$ cat config.mk
export PLATFORM = sky130hd
export DESIGN_NAME = ppfm_mux
export DESIGN_NICKNAME = d
export VERILOG_FILES = /design/src/logic/ppfm_pkg.sv /design/src/logic/ppfm_mux.sv
export SDC_FILE = /design/constraint.sdc
export NUM_CORES = 1
export LEC_CHECK = 0
export BUFFER_PORTS_ARGS = -buffer_cell sky130_fd_sc_hd__buf_4
export CAP_MARGIN = 40
export CORE_MARGIN = 5
export CORE_UTILIZATION = 58
export DETAILED_ROUTE_END_ITERATION = 6
export PLACE_DENSITY = 0.95
export SLEW_MARGIN = 30
export SYNTH_ARGS = -nofsm -noshare
export SYNTH_HDL_FRONTEND = slang
export SYNTH_SLANG_ARGS = --single-unit
$ cat constraint.sdc
create_clock -name clk -period 15.39 [get_ports clk]
set_clock_uncertainty 0.15 [all_clocks]
set_input_delay 3.078 -clock clk [delete_from_list [all_inputs] [get_ports clk]]
set_output_delay 3.078 -clock clk [all_outputs]
set_load 0.1 [all_outputs]
$ cat src/logic/ppfm_pkg.sv
// ppfm_pkg: register map, field positions and carrier types of the pin function mux
// assumes a 32-bit avalon-mm slave with byte addresses and 12 pins: port_a 0..7, port_b 8..11
package ppfm_pkg;
  localparam int          PPFM_AW         = 5;
  localparam int          PPFM_NPIN       = 12;
  localparam logic [4:0]  PPFM_OFF_CTRL   = 5'h00;
  localparam logic [4:0]  PPFM_OFF_DIDR   = 5'h04;
  localparam logic [4:0]  PPFM_OFF_PCIE   = 5'h08;
  localparam logic [4:0]  PPFM_OFF_AEN    = 5'h0c;
  localparam logic [4:0]  PPFM_OFF_PIN    = 5'h10;
  localparam logic [4:0]  PPFM_OFF_GOUT   = 5'h14;
  localparam logic [4:0]  PPFM_OFF_GDIR   = 5'h18;
  // control bits
  localparam int          PPFM_C_EXTCLK   = 0;
  localparam int          PPFM_C_REMAP    = 1;
  localparam int          PPFM_C_CLKOUT   = 2;
  localparam int          PPFM_C_USART    = 3;
  localparam int          PPFM_C_USCLK    = 4;
  localparam int          PPFM_C_CMPOUT   = 5;
  localparam int          PPFM_C_OCA      = 6;
  localparam int          PPFM_C_OCB      = 7;
  localparam int          PPFM_C_ACIN     = 8;
  localparam int          PPFM_CTRL_W     = 9;
  localparam logic [8:0]  PPFM_CTRL_RST   = 9'h000;
  localparam logic [11:0] PPFM_PIN_RST    = 12'h000;
  localparam logic [7:0]  PPFM_AEN_RST    = 8'h00;
  // pin indices
  localparam int          PPFM_PA0 = 0;
  localparam int          PPFM_PA1 = 1;
  localparam int          PPFM_PA2 = 2;
  localparam int          PPFM_PA3 = 3;
  localparam int          PPFM_PA4 = 4;
  localparam int          PPFM_PA5 = 5;
  localparam int          PPFM_PB0 = 8;
  localparam int          PPFM_PB1 = 9;
  localparam int          PPFM_PB2 = 10;
  localparam int          PPFM_PB3 = 11;

  typedef struct packed {
    logic [PPFM_AW-1:0] address;
    logic               read;
    logic               write;
    logic [31:0]        writedata;
  } ppfm_avm_req_t;

  typedef struct packed {
    logic sys_clock_out;
    logic compare_out_a;
    logic compare_out_b;
    logic usart_tx_pin;
    logic usart_clock_pin;
    logic comparator_out;
    logic prog_data_out;
    logic prog_data_oe;
  } ppfm_per_out_t;

  typedef struct packed {
    logic                 ext_clock_in;
    logic                 count_in;
    logic                 capture_in;
    logic                 usart_rx_pin;
    logic                 usart_clock_pin;
    logic                 ext_irq_line;
    logic                 prog_clock_pin;
    logic                 prog_data_pin;
    logic                 prog_reset_pin;
    logic [PPFM_NPIN-1:0] pin_change_irq;
    logic [7:0]           analog_connect;
    logic [1:0]           comparator_connect;
  } ppfm_per_in_t;
endpackage : ppfm_pkg

$ cat src/logic/ppfm_mux.sv
// ppfm_mux: pin function multiplexer between port pins and on-chip peripherals
// assumes pins arrive unsynchronised; prog_mode and peripheral outputs are on clk
//
// Contract
// - after reset every pin is plain port logic and moves to a peripheral only when enabled.
// - with external_clock_select, port_a pin 0 feeds the clock, analog 0 is off and its buffer stays on.
// - a pin with both pin-change and analog enabled keeps its digital input buffer on.
// - while comparator_out drives port_b pin 3, its analog, count and receive inputs stay connected.
// - while compare_out_b drives a pin, enabled analog or comparator inputs there keep sampling.
// - on port_b pin 1 the clock output wins over compare_out_a.
// - during reset every pin is an input with its driver off; during external programming every pin but pa1, whose driver follows prog_data_oe.
// - with remap the timer uses pa3 for a, pa4 for capture, pa5 for b and pb3 for count.
// - programming uses pa0 clock, pa1 two-way data, pa2 reset; comparator inputs on pa0 and pa1.
//
// Chosen here: the placing of the registers and the Avalon-MM slave port.
`timescale 1ns/1ps
`default_nettype none
module ppfm_mux
  import ppfm_pkg::*;
(
  input  wire logic                    clk,
  input  wire logic                    rst,
  input  wire ppfm_pkg::ppfm_avm_req_t avm_req,
  output logic                         avm_waitrequest,
  output logic [31:0]                  avm_readdata,
  input  wire logic                    prog_mode,
  input  wire ppfm_pkg::ppfm_per_out_t per_out,
  output ppfm_pkg::ppfm_per_in_t       per_in,
  input  wire logic [11:0]             pin_in,
  output logic [11:0]                  pin_out,
  output logic [11:0]                  pin_oe,
  output logic [11:0]                  pin_buf_en
);
  import ppfm_pkg::*;

  typedef struct packed {
    logic [PPFM_CTRL_W-1:0] ctrl;
    logic [PPFM_NPIN-1:0]   didr;
    logic [PPFM_NPIN-1:0]   pcie;
    logic [7:0]             aen;
    logic [PPFM_NPIN-1:0]   gout;
    logic [PPFM_NPIN-1:0]   gdir;
    logic [PPFM_NPIN-1:0]   sync1;
    logic [PPFM_NPIN-1:0]   sync2;
    logic [PPFM_NPIN-1:0]   pout;
    logic [PPFM_NPIN-1:0]   poe;
    logic [PPFM_NPIN-1:0]   buf_en;
    ppfm_per_in_t           pin;
    logic                   ack;
    logic [31:0]            rdata;
  } ppfm_state_t;

  ppfm_state_t st;
  ppfm_state_t next_st;

  // pin index of each analog channel
  function automatic logic [3:0] ppfm_ch_pin(input int ch);
    case (ch)
      0:       ppfm_ch_pin = 4'(PPFM_PA0);
      1:       ppfm_ch_pin = 4'(PPFM_PA1);
      2:       ppfm_ch_pin = 4'(PPFM_PA5);
      3:       ppfm_ch_pin = 4'h6;
      4:       ppfm_ch_pin = 4'(PPFM_PB0);
      5:       ppfm_ch_pin = 4'(PPFM_PB1);
      6:       ppfm_ch_pin = 4'(PPFM_PB2);
      default: ppfm_ch_pin = 4'(PPFM_PB3);
    endcase
  endfunction : ppfm_ch_pin

  // read mux over the register map
  function automatic logic [31:0] ppfm_rd(input ppfm_state_t s, input logic [4:0] a);
    if (a == PPFM_OFF_CTRL) begin
      ppfm_rd = 32'(s.ctrl);
    end else if (a == PPFM_OFF_DIDR) begin
      ppfm_rd = 32'(s.didr);
    end else if (a == PPFM_OFF_PCIE) begin
      ppfm_rd = 32'(s.pcie);
    end else if (a == PPFM_OFF_AEN) begin
      ppfm_rd = 32'(s.aen);
    end else if (a == PPFM_OFF_PIN) begin
      ppfm_rd = 32'(s.sync2 & s.buf_en);
    end else if (a == PPFM_OFF_GOUT) begin
      ppfm_rd = 32'(s.gout);
    end else if (a == PPFM_OFF_GDIR) begin
      ppfm_rd = 32'(s.gdir);
    end else begin
      ppfm_rd = 32'h0000_0000;
    end
  endfunction : ppfm_rd

  logic                 req;
  logic                 take;
  logic                 remap;
  logic [PPFM_NPIN-1:0] an_on_pin;
  logic [PPFM_NPIN-1:0] din;

  assign req             = avm_req.read | avm_req.write;
  assign take            = req & st.ack;
  assign avm_waitrequest = req & ~st.ack;
  assign remap           = st.ctrl[PPFM_C_REMAP];

  always_comb begin
    next_st       = st;
    an_on_pin     = '0;
    din           = '0;
    // bus slave: one wait state, read data at the edge that raises ack, write effect at the next edge that ends the transfer
    next_st.ack   = req & ~st.ack;
    if (req & ~st.ack) begin
      next_st.rdata = ppfm_rd(st, avm_req.address);
    end
    if (take & avm_req.write) begin
      if (avm_req.address == PPFM_OFF_CTRL) begin
        next_st.ctrl = avm_req.writedata[PPFM_CTRL_W-1:0];
      end else if (avm_req.address == PPFM_OFF_DIDR) begin
        next_st.didr = avm_req.writedata[PPFM_NPIN-1:0];
      end else if (avm_req.address == PPFM_OFF_PCIE) begin
        next_st.pcie = avm_req.writedata[PPFM_NPIN-1:0];
      end else if (avm_req.address == PPFM_OFF_AEN) begin
        next_st.aen = avm_req.writedata[7:0];
      end else if (avm_req.address == PPFM_OFF_GOUT) begin
        next_st.gout = avm_req.writedata[PPFM_NPIN-1:0];
      end else if (avm_req.address == PPFM_OFF_GDIR) begin
        next_st.gdir = avm_req.writedata[PPFM_NPIN-1:0];
      end
    end
    // pin synchroniser
    next_st.sync1 = pin_in;
    next_st.sync2 = st.sync1;

    // analog channels connect independent of any output driver
    for (int c = 0; c < 8; c++) begin
      next_st.pin.analog_connect[c] = st.aen[c];
      an_on_pin[ppfm_ch_pin(c)]     = st.aen[c];
    end
    if (st.ctrl[PPFM_C_EXTCLK]) begin
      next_st.pin.analog_connect[0] = 1'b0;
    end
    next_st.pin.comparator_connect = {2{st.ctrl[PPFM_C_ACIN]}};

    // digital input buffers
    for (int i = 0; i < PPFM_NPIN; i++) begin
      next_st.buf_en[i] = ~st.didr[i] | (st.pcie[i] & an_on_pin[i]);
    end
    if (st.ctrl[PPFM_C_EXTCLK]) begin
      next_st.buf_en[PPFM_PA0] = 1'b1;
    end
    if (st.ctrl[PPFM_C_CMPOUT]) begin
      next_st.buf_en[PPFM_PB3] = 1'b1;
    end
    din = st.sync2 & st.buf_en;

    // peripheral inputs
    next_st.pin.ext_clock_in    = st.ctrl[PPFM_C_EXTCLK] & st.sync2[PPFM_PA0];
    next_st.pin.count_in        = remap ? din[PPFM_PB3] : din[PPFM_PA0];
    next_st.pin.capture_in      = remap ? din[PPFM_PA4] : din[PPFM_PB2];
    next_st.pin.usart_rx_pin    = din[PPFM_PB3];
    next_st.pin.usart_clock_pin = din[PPFM_PB1];
    next_st.pin.ext_irq_line    = din[PPFM_PB1];
    next_st.pin.pin_change_irq  = din & st.pcie;
    next_st.pin.prog_clock_pin  = prog_mode & st.sync2[PPFM_PA0];
    next_st.pin.prog_data_pin   = prog_mode & st.sync2[PPFM_PA1];
    next_st.pin.prog_reset_pin  = prog_mode & st.sync2[PPFM_PA2];

    // output drivers: port logic by default
    next_st.pout = st.gout;
    next_st.poe  = st.gdir;
    if (!remap && st.ctrl[PPFM_C_OCB]) begin
      next_st.pout[PPFM_PA1] = per_out.compare_out_b;
      next_st.poe[PPFM_PA1]  = 1'b1;
    end
    if (remap && st.ctrl[PPFM_C_OCA]) begin
      next_st.pout[PPFM_PA3] = per_out.compare_out_a;
      next_st.poe[PPFM_PA3]  = 1'b1;
    end
    if (remap && st.ctrl[PPFM_C_OCB]) begin
      next_st.pout[PPFM_PA5] = per_out.compare_out_b;
      next_st.poe[PPFM_PA5]  = 1'b1;
    end
    // pb1: clock out, then compare a, then usart clock
    if (st.ctrl[PPFM_C_CLKOUT]) begin
      next_st.pout[PPFM_PB1] = per_out.sys_clock_out;
      next_st.poe[PPFM_PB1]  = 1'b1;
    end else if (!remap && st.ctrl[PPFM_C_OCA]) begin
      next_st.pout[PPFM_PB1] = per_out.compare_out_a;
      next_st.poe[PPFM_PB1]  = 1'b1;
    end else if (st.ctrl[PPFM_C_USART] && st.ctrl[PPFM_C_USCLK]) begin
      next_st.pout[PPFM_PB1] = per_out.usart_clock_pin;
      next_st.poe[PPFM_PB1]  = 1'b1;
    end
    if (st.ctrl[PPFM_C_USART]) begin
      next_st.pout[PPFM_PB2] = per_out.usart_tx_pin;
      next_st.poe[PPFM_PB2]  = 1'b1;
    end
    if (st.ctrl[PPFM_C_CMPOUT]) begin
      next_st.pout[PPFM_PB3] = per_out.comparator_out;
      next_st.poe[PPFM_PB3]  = 1'b1;
    end
    // programming: all drivers off except the programmer's own data line
    if (prog_mode) begin
      next_st.pout          = '0;
      next_st.poe           = '0;
      next_st.pout[PPFM_PA1] = per_out.prog_data_out;
      next_st.poe[PPFM_PA1]  = per_out.prog_data_oe;
    end
  end

  always_ff @(posedge clk or posedge rst) begin
    if (rst) begin
      st.ctrl   <= PPFM_CTRL_RST;
      st.didr   <= PPFM_PIN_RST;
      st.pcie   <= PPFM_PIN_RST;
      st.aen    <= PPFM_AEN_RST;
      st.gout   <= PPFM_PIN_RST;
      st.gdir   <= PPFM_PIN_RST;
      st.sync1  <= PPFM_PIN_RST;
      st.sync2  <= PPFM_PIN_RST;
      st.pout   <= PPFM_PIN_RST;
      st.poe    <= PPFM_PIN_RST;
      st.buf_en <= 12'hfff;
      st.pin    <= '0;
      st.ack    <= 1'b0;
      st.rdata  <= 32'h0000_0000;
    end else begin
      st <= next_st;
    end
  end

  assign avm_readdata = st.rdata;
  assign per_in       = st.pin;
  assign pin_out      = st.pout;
  assign pin_oe       = st.poe;
  assign pin_buf_en   = st.buf_en;
endmodule : ppfm_mux
`default_nettype wire

---- Word level (Yosys, flattened, before mapping) ----
Cells that the tools add are included.
W data, S select, Z words.
storage, ports and cells
  flip-flop bits (word level) ............. 187
  input port bits ......................... 62
  output and inout bits ................... 100
  logic and storage cells ................. 117
cells by class
  equal/unequal tests ..................... 6
  mux-type cells .......................... 29
  bitwise logic cells ..................... 45
  reduce and logical (&&, ||, !) cells .... 13
operator list
  kind                  count
  $mux W32              6
  $and A12 B12 Y12      3
  $mux W24              1
  $mux W1               21
  $not A1 Y1            18
  $and A1 B1 Y1         15
  $eq A5 B5 Y1 const B  3
  $mux W12              1
  $eq A5 B4 Y1 const B  2
  $or A1 B1 Y1          9
  $reduce_and A7 Y1     1
  $reduce_and A6 Y1     1
  $eq A5 B3 Y1 const B  1
  $logic_and A1 B1 Y1   5
  $logic_not A5 Y1      1
  $reduce_and A5 Y1     1
  $reduce_and A4 Y1     1
  $reduce_and A3 Y1     1
  $reduce_and A2 Y1     1
  $logic_not A1 Y1      1

---- Longest topological paths before layout ----
Gate-level depths: netlist of run 1.
  depth in word-level cells ............... 8
  mapped depth ............................ 7
  mapped depth without buffers ............ 4

---- Worst setup path after synthesis of run 1 ----
No wires, ideal clock.
  path kind ............................... input -> output
  start ................................... in avm_req[33] (netlist bit)
  end ..................................... out avm_waitrequest
  arrival time ............................ 4333 ps
  slack ................................... 7829 ps
  cell stages on the path ................. 3
  path buffers ............................ 1
  path through ............................ o21bai_1 > inv_1 > clkbuf_1
on the way
  cells in the longest elaborated chain, start to end .. 2
ends and longest elaborated chain
  item                line            source
  start: declaration  ppfm_mux.sv:23  input wire ppfm_pkg::ppfm_avm_req_t avm_req,
  $or A1 B1 Y1        ppfm_mux.sv:97  assign req = avm_req.read | avm_req.write;
  $and A1 B1 Y1       ppfm_mux.sv:99  assign avm_waitrequest = req & ~st.ack;
  end: declaration    ppfm_mux.sv:24  output logic avm_waitrequest,
No other way between the ends.

---- Final worst setup path of run 1 ----
  start ................................... in avm_req[32] (netlist bit)
  end ..................................... out avm_waitrequest
The elaborated chain is that of the path after synthesis.

==> impl_metrics.csv, run 1 <==
group,metric,value,unit
synthesis,synthArstFlopShare,100,%
sta,rsz0062_at_grt,"no",
critical_path,crit_arrival,4.38,ns
die,die_h,121,um
synthesis,yosysTopAreaCell,"dfrtp_1",
synthesis,netlist_top_cells_area,"dfrtp_1, buf_4, mux2_2, dfstp_2, nand2_1",
sta,slew_viol_final,0,
sta,worstMarginPinSlew,0.827,ns
run_status,status,"finished, final reports clean",
sta,finalCritPeriodShare,49.4,%
critical_path,reg2reg_to,"st[177]",
clock_network,numCtsBuffers,17,
clock_network,cts_resized,0,
synthesis,syn_avg_cell_area,11.9,um2
pwr,vdd_drop_max,0.0000847,V
clock_network,insertion_delay,0.43,ns
cells_and_area,drive_above_1_share,36.1,%
placement,placed_cell_area,7560,um2
synthesis,synth_edf_count,0,
die,num_rows,40,
sta,maxSlewHeadroom,44.8,%
drt,dr.pass1.iters,5,
die,ios,162,
drt,vias_per_cell,5.64,
pwr,p_leak,4.02,nW
synthesis,synth_top_area_share,54.2,%
critical_path,path_max_fanout,14,
clock_network,ctsHoldBuffers,0,
critical_path,worst_path_max_delay_cell,"inv_1",
global_routing,grt_pass1_wl,26200,um
critical_path,critPathCapture,"avm_waitrequest",
critical_path,crit_path_frequent_cell,"buf_4",
cells_and_area,antenna_cells,0,
synthesis,ys_types,46,
sta,period_needed,7.61,ns
critical_path,crit_path_end_kind,"output port",
critical_path,cp.required,12.16,ns
die,fp.dieArea,14700,um2
hold_path,hp-class,"reg2reg",
cells_and_area,finalNetCount,711,
global_routing,antenna_found_initial,0,
clock_network,cts_setup_buffers,0,
clock_network,clkSlewWorstSetupHoldPaths,0.05,ns
global_routing,grt_max_degree,93,
clock_network,cts-htree-levels,4,
drt,wl_per_cell,20.0,um
sta,timing.fmax,131,MHz
die,dieWidth,121,um
synthesis,yosys-top-cells-count,"dfrtp_1, buf_4, nand2_1, mux2_2, o21ai_0",
drt,drt_iter0_drc,339,
synthesis,ys_ff_latch,167,
drt,dr_total_vias,4682,
drt,final_antenna_net_count,0,
clock_network,cts_tree,"yes",
cells_and_area,final_area,8210,um2
flow_run,drv_cap,0,
die,initial_core_util,59.3,%
synthesis,syn-cell-area,7150,um2
critical_path,critPathMaxStageDelay,0.51,ns
critical_path,timing.critical_path.cells,"buf_4, o21bai_1, buf_4, inv_1, buf_4",
die,core,12100,um2
critical_path,worstRegToRegCells,4,
cells_and_area,syn_to_final_growth,14.7,%
placement,gp_congestion,0.876,
global_routing,grt_pass1_vias,4978,
synthesis,yosys_warnings,0,
sta,finalSetupViolations,0,
global_routing,grt_use_total,23.6,%
critical_path,worstSetupPathType,"in2out",
drt,drc,0,
cells_and_area,instances_no_fill,830,
critical_path,crit_start,"avm_req[32]",
clock_network,clock-sinks,167,
synthesis,synth-seq-area-share,58.6,%
synthesis,post-synth-top-count-cell,"dfrtp_1",
sta,finalHoldWorstSlack,0.196,ns
global_routing,grt_overflow,0,
clock_network,cts-root-buf,"clkbuf_16",
synthesis,synth_cells,602,
critical_path,r2r_setup_slack,13.30,ns
sta,fin_tns_setup,0,ns
critical_path,worstSetupStartpointType,"input pin",
placement,place.detailed.hpwl,11000,um
critical_path,rr_startpoint,"st[32]",
pwr,powerDensity,160,nW/um2
clock_network,clock_path_buffers,2,
drt,wl,16600,um
sta,finalHoldViolations,0,
placement,portBuffers,121,
pwr,p_total,1.31,mW
synthesis,ys.flop_type,"dfrtp_1",
placement,dp.cells,795,
worst min path at each step:
stage	startpoint	end	slack, ns	cells after the start
after floorplan	next_st[100]	st[100]	0.18	0
after global placement	next_st[111]	st[111]	0.18	0
after detailed placement	next_st[104]	st[104]	0.18	0
after CTS	next_st[105]	st[105]	0.20	0
after global routing	next_st[105]	st[105]	0.20	0
final	next_st[105]	st[105]	0.20	0
power breakdown:
part | switching (mW) | leakage [nW] | internal [mW] | total, mW
clock | 0.166 | 0.295 | 0.268 | 0.434
sequential | 0.0400 | 2.12 | 0.494 | 0.534
combinational | 0.266 | 1.61 | 0.0767 | 0.342
area by class of cell:
cell class | count | area, um2
repair buffers | 131 | 1020
well taps | 168 | 210
clock buffers | 25 | 485
inverters | 12 | 50.0
multi-input cells | 320 | 2130
fillers | 841 | 3850
flip-flops and latches | 167 | 4190
clock inverters | 7 | 118
critical path, delay by kind of cell:
family	cells	cell delay, ns
buffers and inverters	4	1.23
AO/OA/AOI/OAI	1	0.06
per-layer routing:
metal | up-vias | wire (um) | GRT usage, % | share of wire (%)
met3 | 61 | 1750 | 8.90 | 10
met5 | - | 0 | 0 | 0
li1 | 2019 | - | - | -
met1 | 2323 | 6200 | 28.6 | 37
met4 | 0 | 498 | 11.2 | 3.0
met2 | 279 | 8200 | 37.2 | 49
registers in the layout, indices dropped and copies added, names as in the netlist:
name and count:
an_on_pin 8, avm_readdata 12, next_st 13, per_in 29, pin_buf_en 12, pin_oe 12, pin_out 12, remap 1
st 68
layout by cell type, fill, tap and decap left out, types with 2 or more instances in the layout:
| cell type | synthesis | routed |
|---|---|---|
| a31oi_1 | 4 | 4 |
| mux4_2 | 2 | 2 |
| a22o_1 | 2 | 2 |
| nand3b_1 | 4 | 4 |
| clkinv_4 | 0 | 2 |
| nor4b_1 | 2 | 2 |
| nand3_1 | 5 | 5 |
| o22a_1 | 2 | 2 |
| inv_1 | 12 | 11 |
| buf_4 | 102 | 129 |
| clkinv_2 | 0 | 2 |
| dfstp_2 | 12 | 12 |
| clkbuf_1 | 12 | 5 |
| nor3_4 | 2 | 2 |
| dfrtp_1 | 155 | 155 |
| mux2i_1 | 11 | 11 |
| a211oi_1 | 6 | 6 |
| o21ai_0 | 26 | 26 |
| and3_1 | 18 | 18 |
| clkbuf_8 | 0 | 3 |
| conb_1 | 1 | 20 |
| and2_1 | 9 | 9 |
| clkbuf_16 | 0 | 17 |
| bufinv_16 | 0 | 3 |
| nand2_1 | 71 | 71 |
| a21oi_1 | 19 | 19 |
| nand2b_1 | 2 | 2 |
| nor2b_1 | 15 | 15 |
| mux2_2 | 59 | 59 |
| o221ai_1 | 6 | 6 |
| nor2_1 | 18 | 18 |
stage by stage:
step	worst slack (ns)	util, %
after floorplan	7.66	-
after detailed placement	7.86	62.7
after CTS	7.85	67.7
after global routing	7.77	68.0
after global placement	7.91	62.5
final	7.78	68.0
kinds of logic (layout without fill, tap and decap cells):
family	count (synthesis)	count (layout)	share of synthesized area, %
flops	167	167	58.6
other cells	1	20	0.0524
compound gates	73	73	6.28
simple gates	155	155	11.0
mux	72	72	11.5
buf+inv	134	175	12.6
No activity file was read; power rests on OpenSTA's default activity.
==> inputs of run 2 (changes only) <==
--- a/config.mk
+++ b/config.mk
@@ -8,9 +8,9 @@
 export BUFFER_PORTS_ARGS = -buffer_cell sky130_fd_sc_hd__buf_4
 export CAP_MARGIN = 40
 export CORE_MARGIN = 5
-export CORE_UTILIZATION = 58
+export CORE_UTILIZATION = 54
 export DETAILED_ROUTE_END_ITERATION = 6
-export PLACE_DENSITY = 0.95
+export PLACE_DENSITY = 0.91
 export SLEW_MARGIN = 30
 export SYNTH_ARGS = -nofsm -noshare
 export SYNTH_HDL_FRONTEND = slang
==> constraint.sdc (replaced) <==
create_clock -name clk -period 7.5 [get_ports clk]
set_clock_uncertainty 0.15 [all_clocks]
set_input_delay 1.5 -clock clk [delete_from_list [all_inputs] [get_ports clk]]
set_output_delay 1.5 -clock clk [all_outputs]
set_load 0.1 [all_outputs]
==> run 2 against run 1 <==
Via count shrank 3.0%. Utilization shrank 5.8 points. Combinational power grew 100%. Sequential cell count is the same. Critical path depth is the same. Total power grew 100%. First-iteration DRC count grew 39%. Register-to-register slack lost 7.9 ns. Clock power grew 100%. Hold slack gained 0.0031 ns. Critical path type unchanged. Critical endpoint unchanged. Largest cell class unchanged. Largest power group unchanged.
==> impl_metrics.csv, run 2 (synthesis gave the netlist of run 1 again) <==
group,metric,value,unit
drt,route.met3.wl,1520,um
critical_path,worstSetupStartpointType,"input pin",
die,die_h,125,um
pwr,seqPwrFrac,41.1,%
global_routing,antenna_found_initial,0,
die,dieWidth,125,um
global_routing,grt_pass1_vias,4879,
sta,finalCritPeriodShare,58.9,%
sta,finalHoldViolations,0,
global_routing,grt_max_degree,102,
pwr,switchingPower,0.998,mW
critical_path,crit_path_end_kind,"output port",
sta,fin_tns_setup,0,ns
cells_and_area,finalNetCount,709,
pwr,p_leak,4.00,nW
pwr,powerDensity,326,nW/um2
pwr,power_report.internal_total,1.67,mW
clock_network,cts-htree-levels,4,
cells_and_area,syn_to_final_growth,14.3,%
flow_run,drv_cap,0,
placement,placed_cell_area,7550,um2
drt,wl,16300,um
die,ios,162,
cells_and_area,final_area,8180,um2
clock_network,insertion_delay,0.43,ns
placement,gp_congestion,0.855,
sta,timing.fmax,226,MHz
clock_network,clock_path_buffers,2,
hold_path,hp-class,"reg2reg",
cells_and_area,drive_above_1_share,36.5,%
drt,dr_total_vias,4543,
cells_and_area,layout_commonest_cell,"dfrtp_1",
critical_path,worstSetupPathType,"in2out",
die,initial_core_util,54.4,%
clock_network,clock-sinks,167,
sta,slew_viol_final,0,
die,core,13100,um2
drt,drc,0,
drt,drt_iter0_drc,472,
pwr,clockPowerShare,32.7,%
sta,finalSetupViolations,0,
placement,place.detailed.hpwl,10800,um
drt,wl_met1,6310,um
critical_path,crit_arrival,2.77,ns
clock_network,cts_setup_buffers,0,
clock_network,cts-root-buf,"clkbuf_16",
pwr,comb_power_share,26.2,%
sta,maxSlewHeadroom,47.9,%
critical_path,cp.required,5.85,ns
sta,setup_ws,3.08,ns
placement,preCtsSetupSlack,3.15,ns
global_routing,grt_pass1_wl,26200,um
drt,final_antenna_net_count,0,
cells_and_area,largest_register_ffs,68,
clock_network,clkSlewWorstSetupHoldPaths,0.06,ns
drt,vias_per_cell,5.43,
clock_network,cts_tree,"yes",
global_routing,grt_overflow,0,
cells_and_area,largest_register,"st",
clock_network,cts_resized,0,
die,num_rows,42,
clock_network,ctsHoldBuffers,0,
sta,period_needed,4.42,ns
critical_path,path_max_fanout,14,
pwr,vdd_drop_max,0.000196,V
pwr,swShare,37.4,%
cells_and_area,fin_util,62.3,%
sta,rsz0062_at_grt,"no",
die,fp.dieArea,15600,um2
placement,portBuffers,121,
global_routing,grt_use_total,21.3,%
clock_network,numCtsBuffers,17,
sta,worstMarginPinSlew,0.779,ns
drt,dr.pass1.iters,5,
drt,wl_per_cell,19.5,um
cells_and_area,n_fill_cell,1011,
cells_and_area,antenna_cells,0,
drt,highest_layer,"met4",
run_status,status,"finished, final reports clean",
cells_and_area,layout_common_cells,"dfrtp_1, buf_4, nand2_1",
drt,wl_met2,8030,um
## run 2: cell count changes in the layout (fill, tap and decap cells not counted), sizes merged
cell / change
clkbuf: -8
inv: +6
clkinvlp: +3
bufinv: -1
buf: -2
## run 2: path summary, 6_finish.rpt
path,startpoint,to,slack (ns),cells past startpoint
max in group asynchronous,rst,pin_buf_en[10],5.09,4
hold reg to reg,next_st[104],st[104],0.20,0
hold / removal,next_st[104],st[104],0.20,0
setup reg to reg,st[32],st[139],5.37,4
min in group asynchronous,rst,pin_oe[1],1.02,2
setup / recovery,avm_req[32],avm_waitrequest,3.08,5
## run 2: per-stage QoR
stage               std cells  hold slack [ns]  power (mW)
floorplan                 621            0.181        1.71
global placement          803            0.184        1.79
detailed placement        803            0.187        1.80
CTS                       835            0.201        2.67
global route              836            0.208        2.75
finish                    836            0.199        2.67
## run 2: metal layers
layer  GRT usage, %  up-vias
met5              0        -
met1           26.8     2242
met2           34.4      248
met3           6.61       49
met4           9.12        0
li1               -     2004
## run 2: cell type report
class / count / area, um2 / area share (%)
Timing Repair Buffer: 129 / 988 / 12.1
Clock inverter: 15 / 169 / 2.07
Sequential cell: 167 / 4190 / 51.3
Tap cell: 176 / 220 / 2.69
Clock buffer: 17 / 425 / 5.20
Multi-Input combinational cell: 320 / 2130 / 26.0
Inverter: 12 / 52.6 / 0.642
## run 2: critical path, cell delays in order
cell and delay [ns]:
buf_4 0.10, o21bai_1 0.06, buf_4 0.20, inv_1 0.49
buf_4 0.41
## run 2: power by group through the flow
stage / clock network (mW) / registers, mW / logic (mW)
global placement: 0 / 1.10 / 0.686
finish: 0.872 / 1.09 / 0.699
floorplan: 0 / 1.07 / 0.640
detailed placement: 0 / 1.11 / 0.695
global route: 0.921 / 1.11 / 0.726
CTS: 0.883 / 1.09 / 0.699
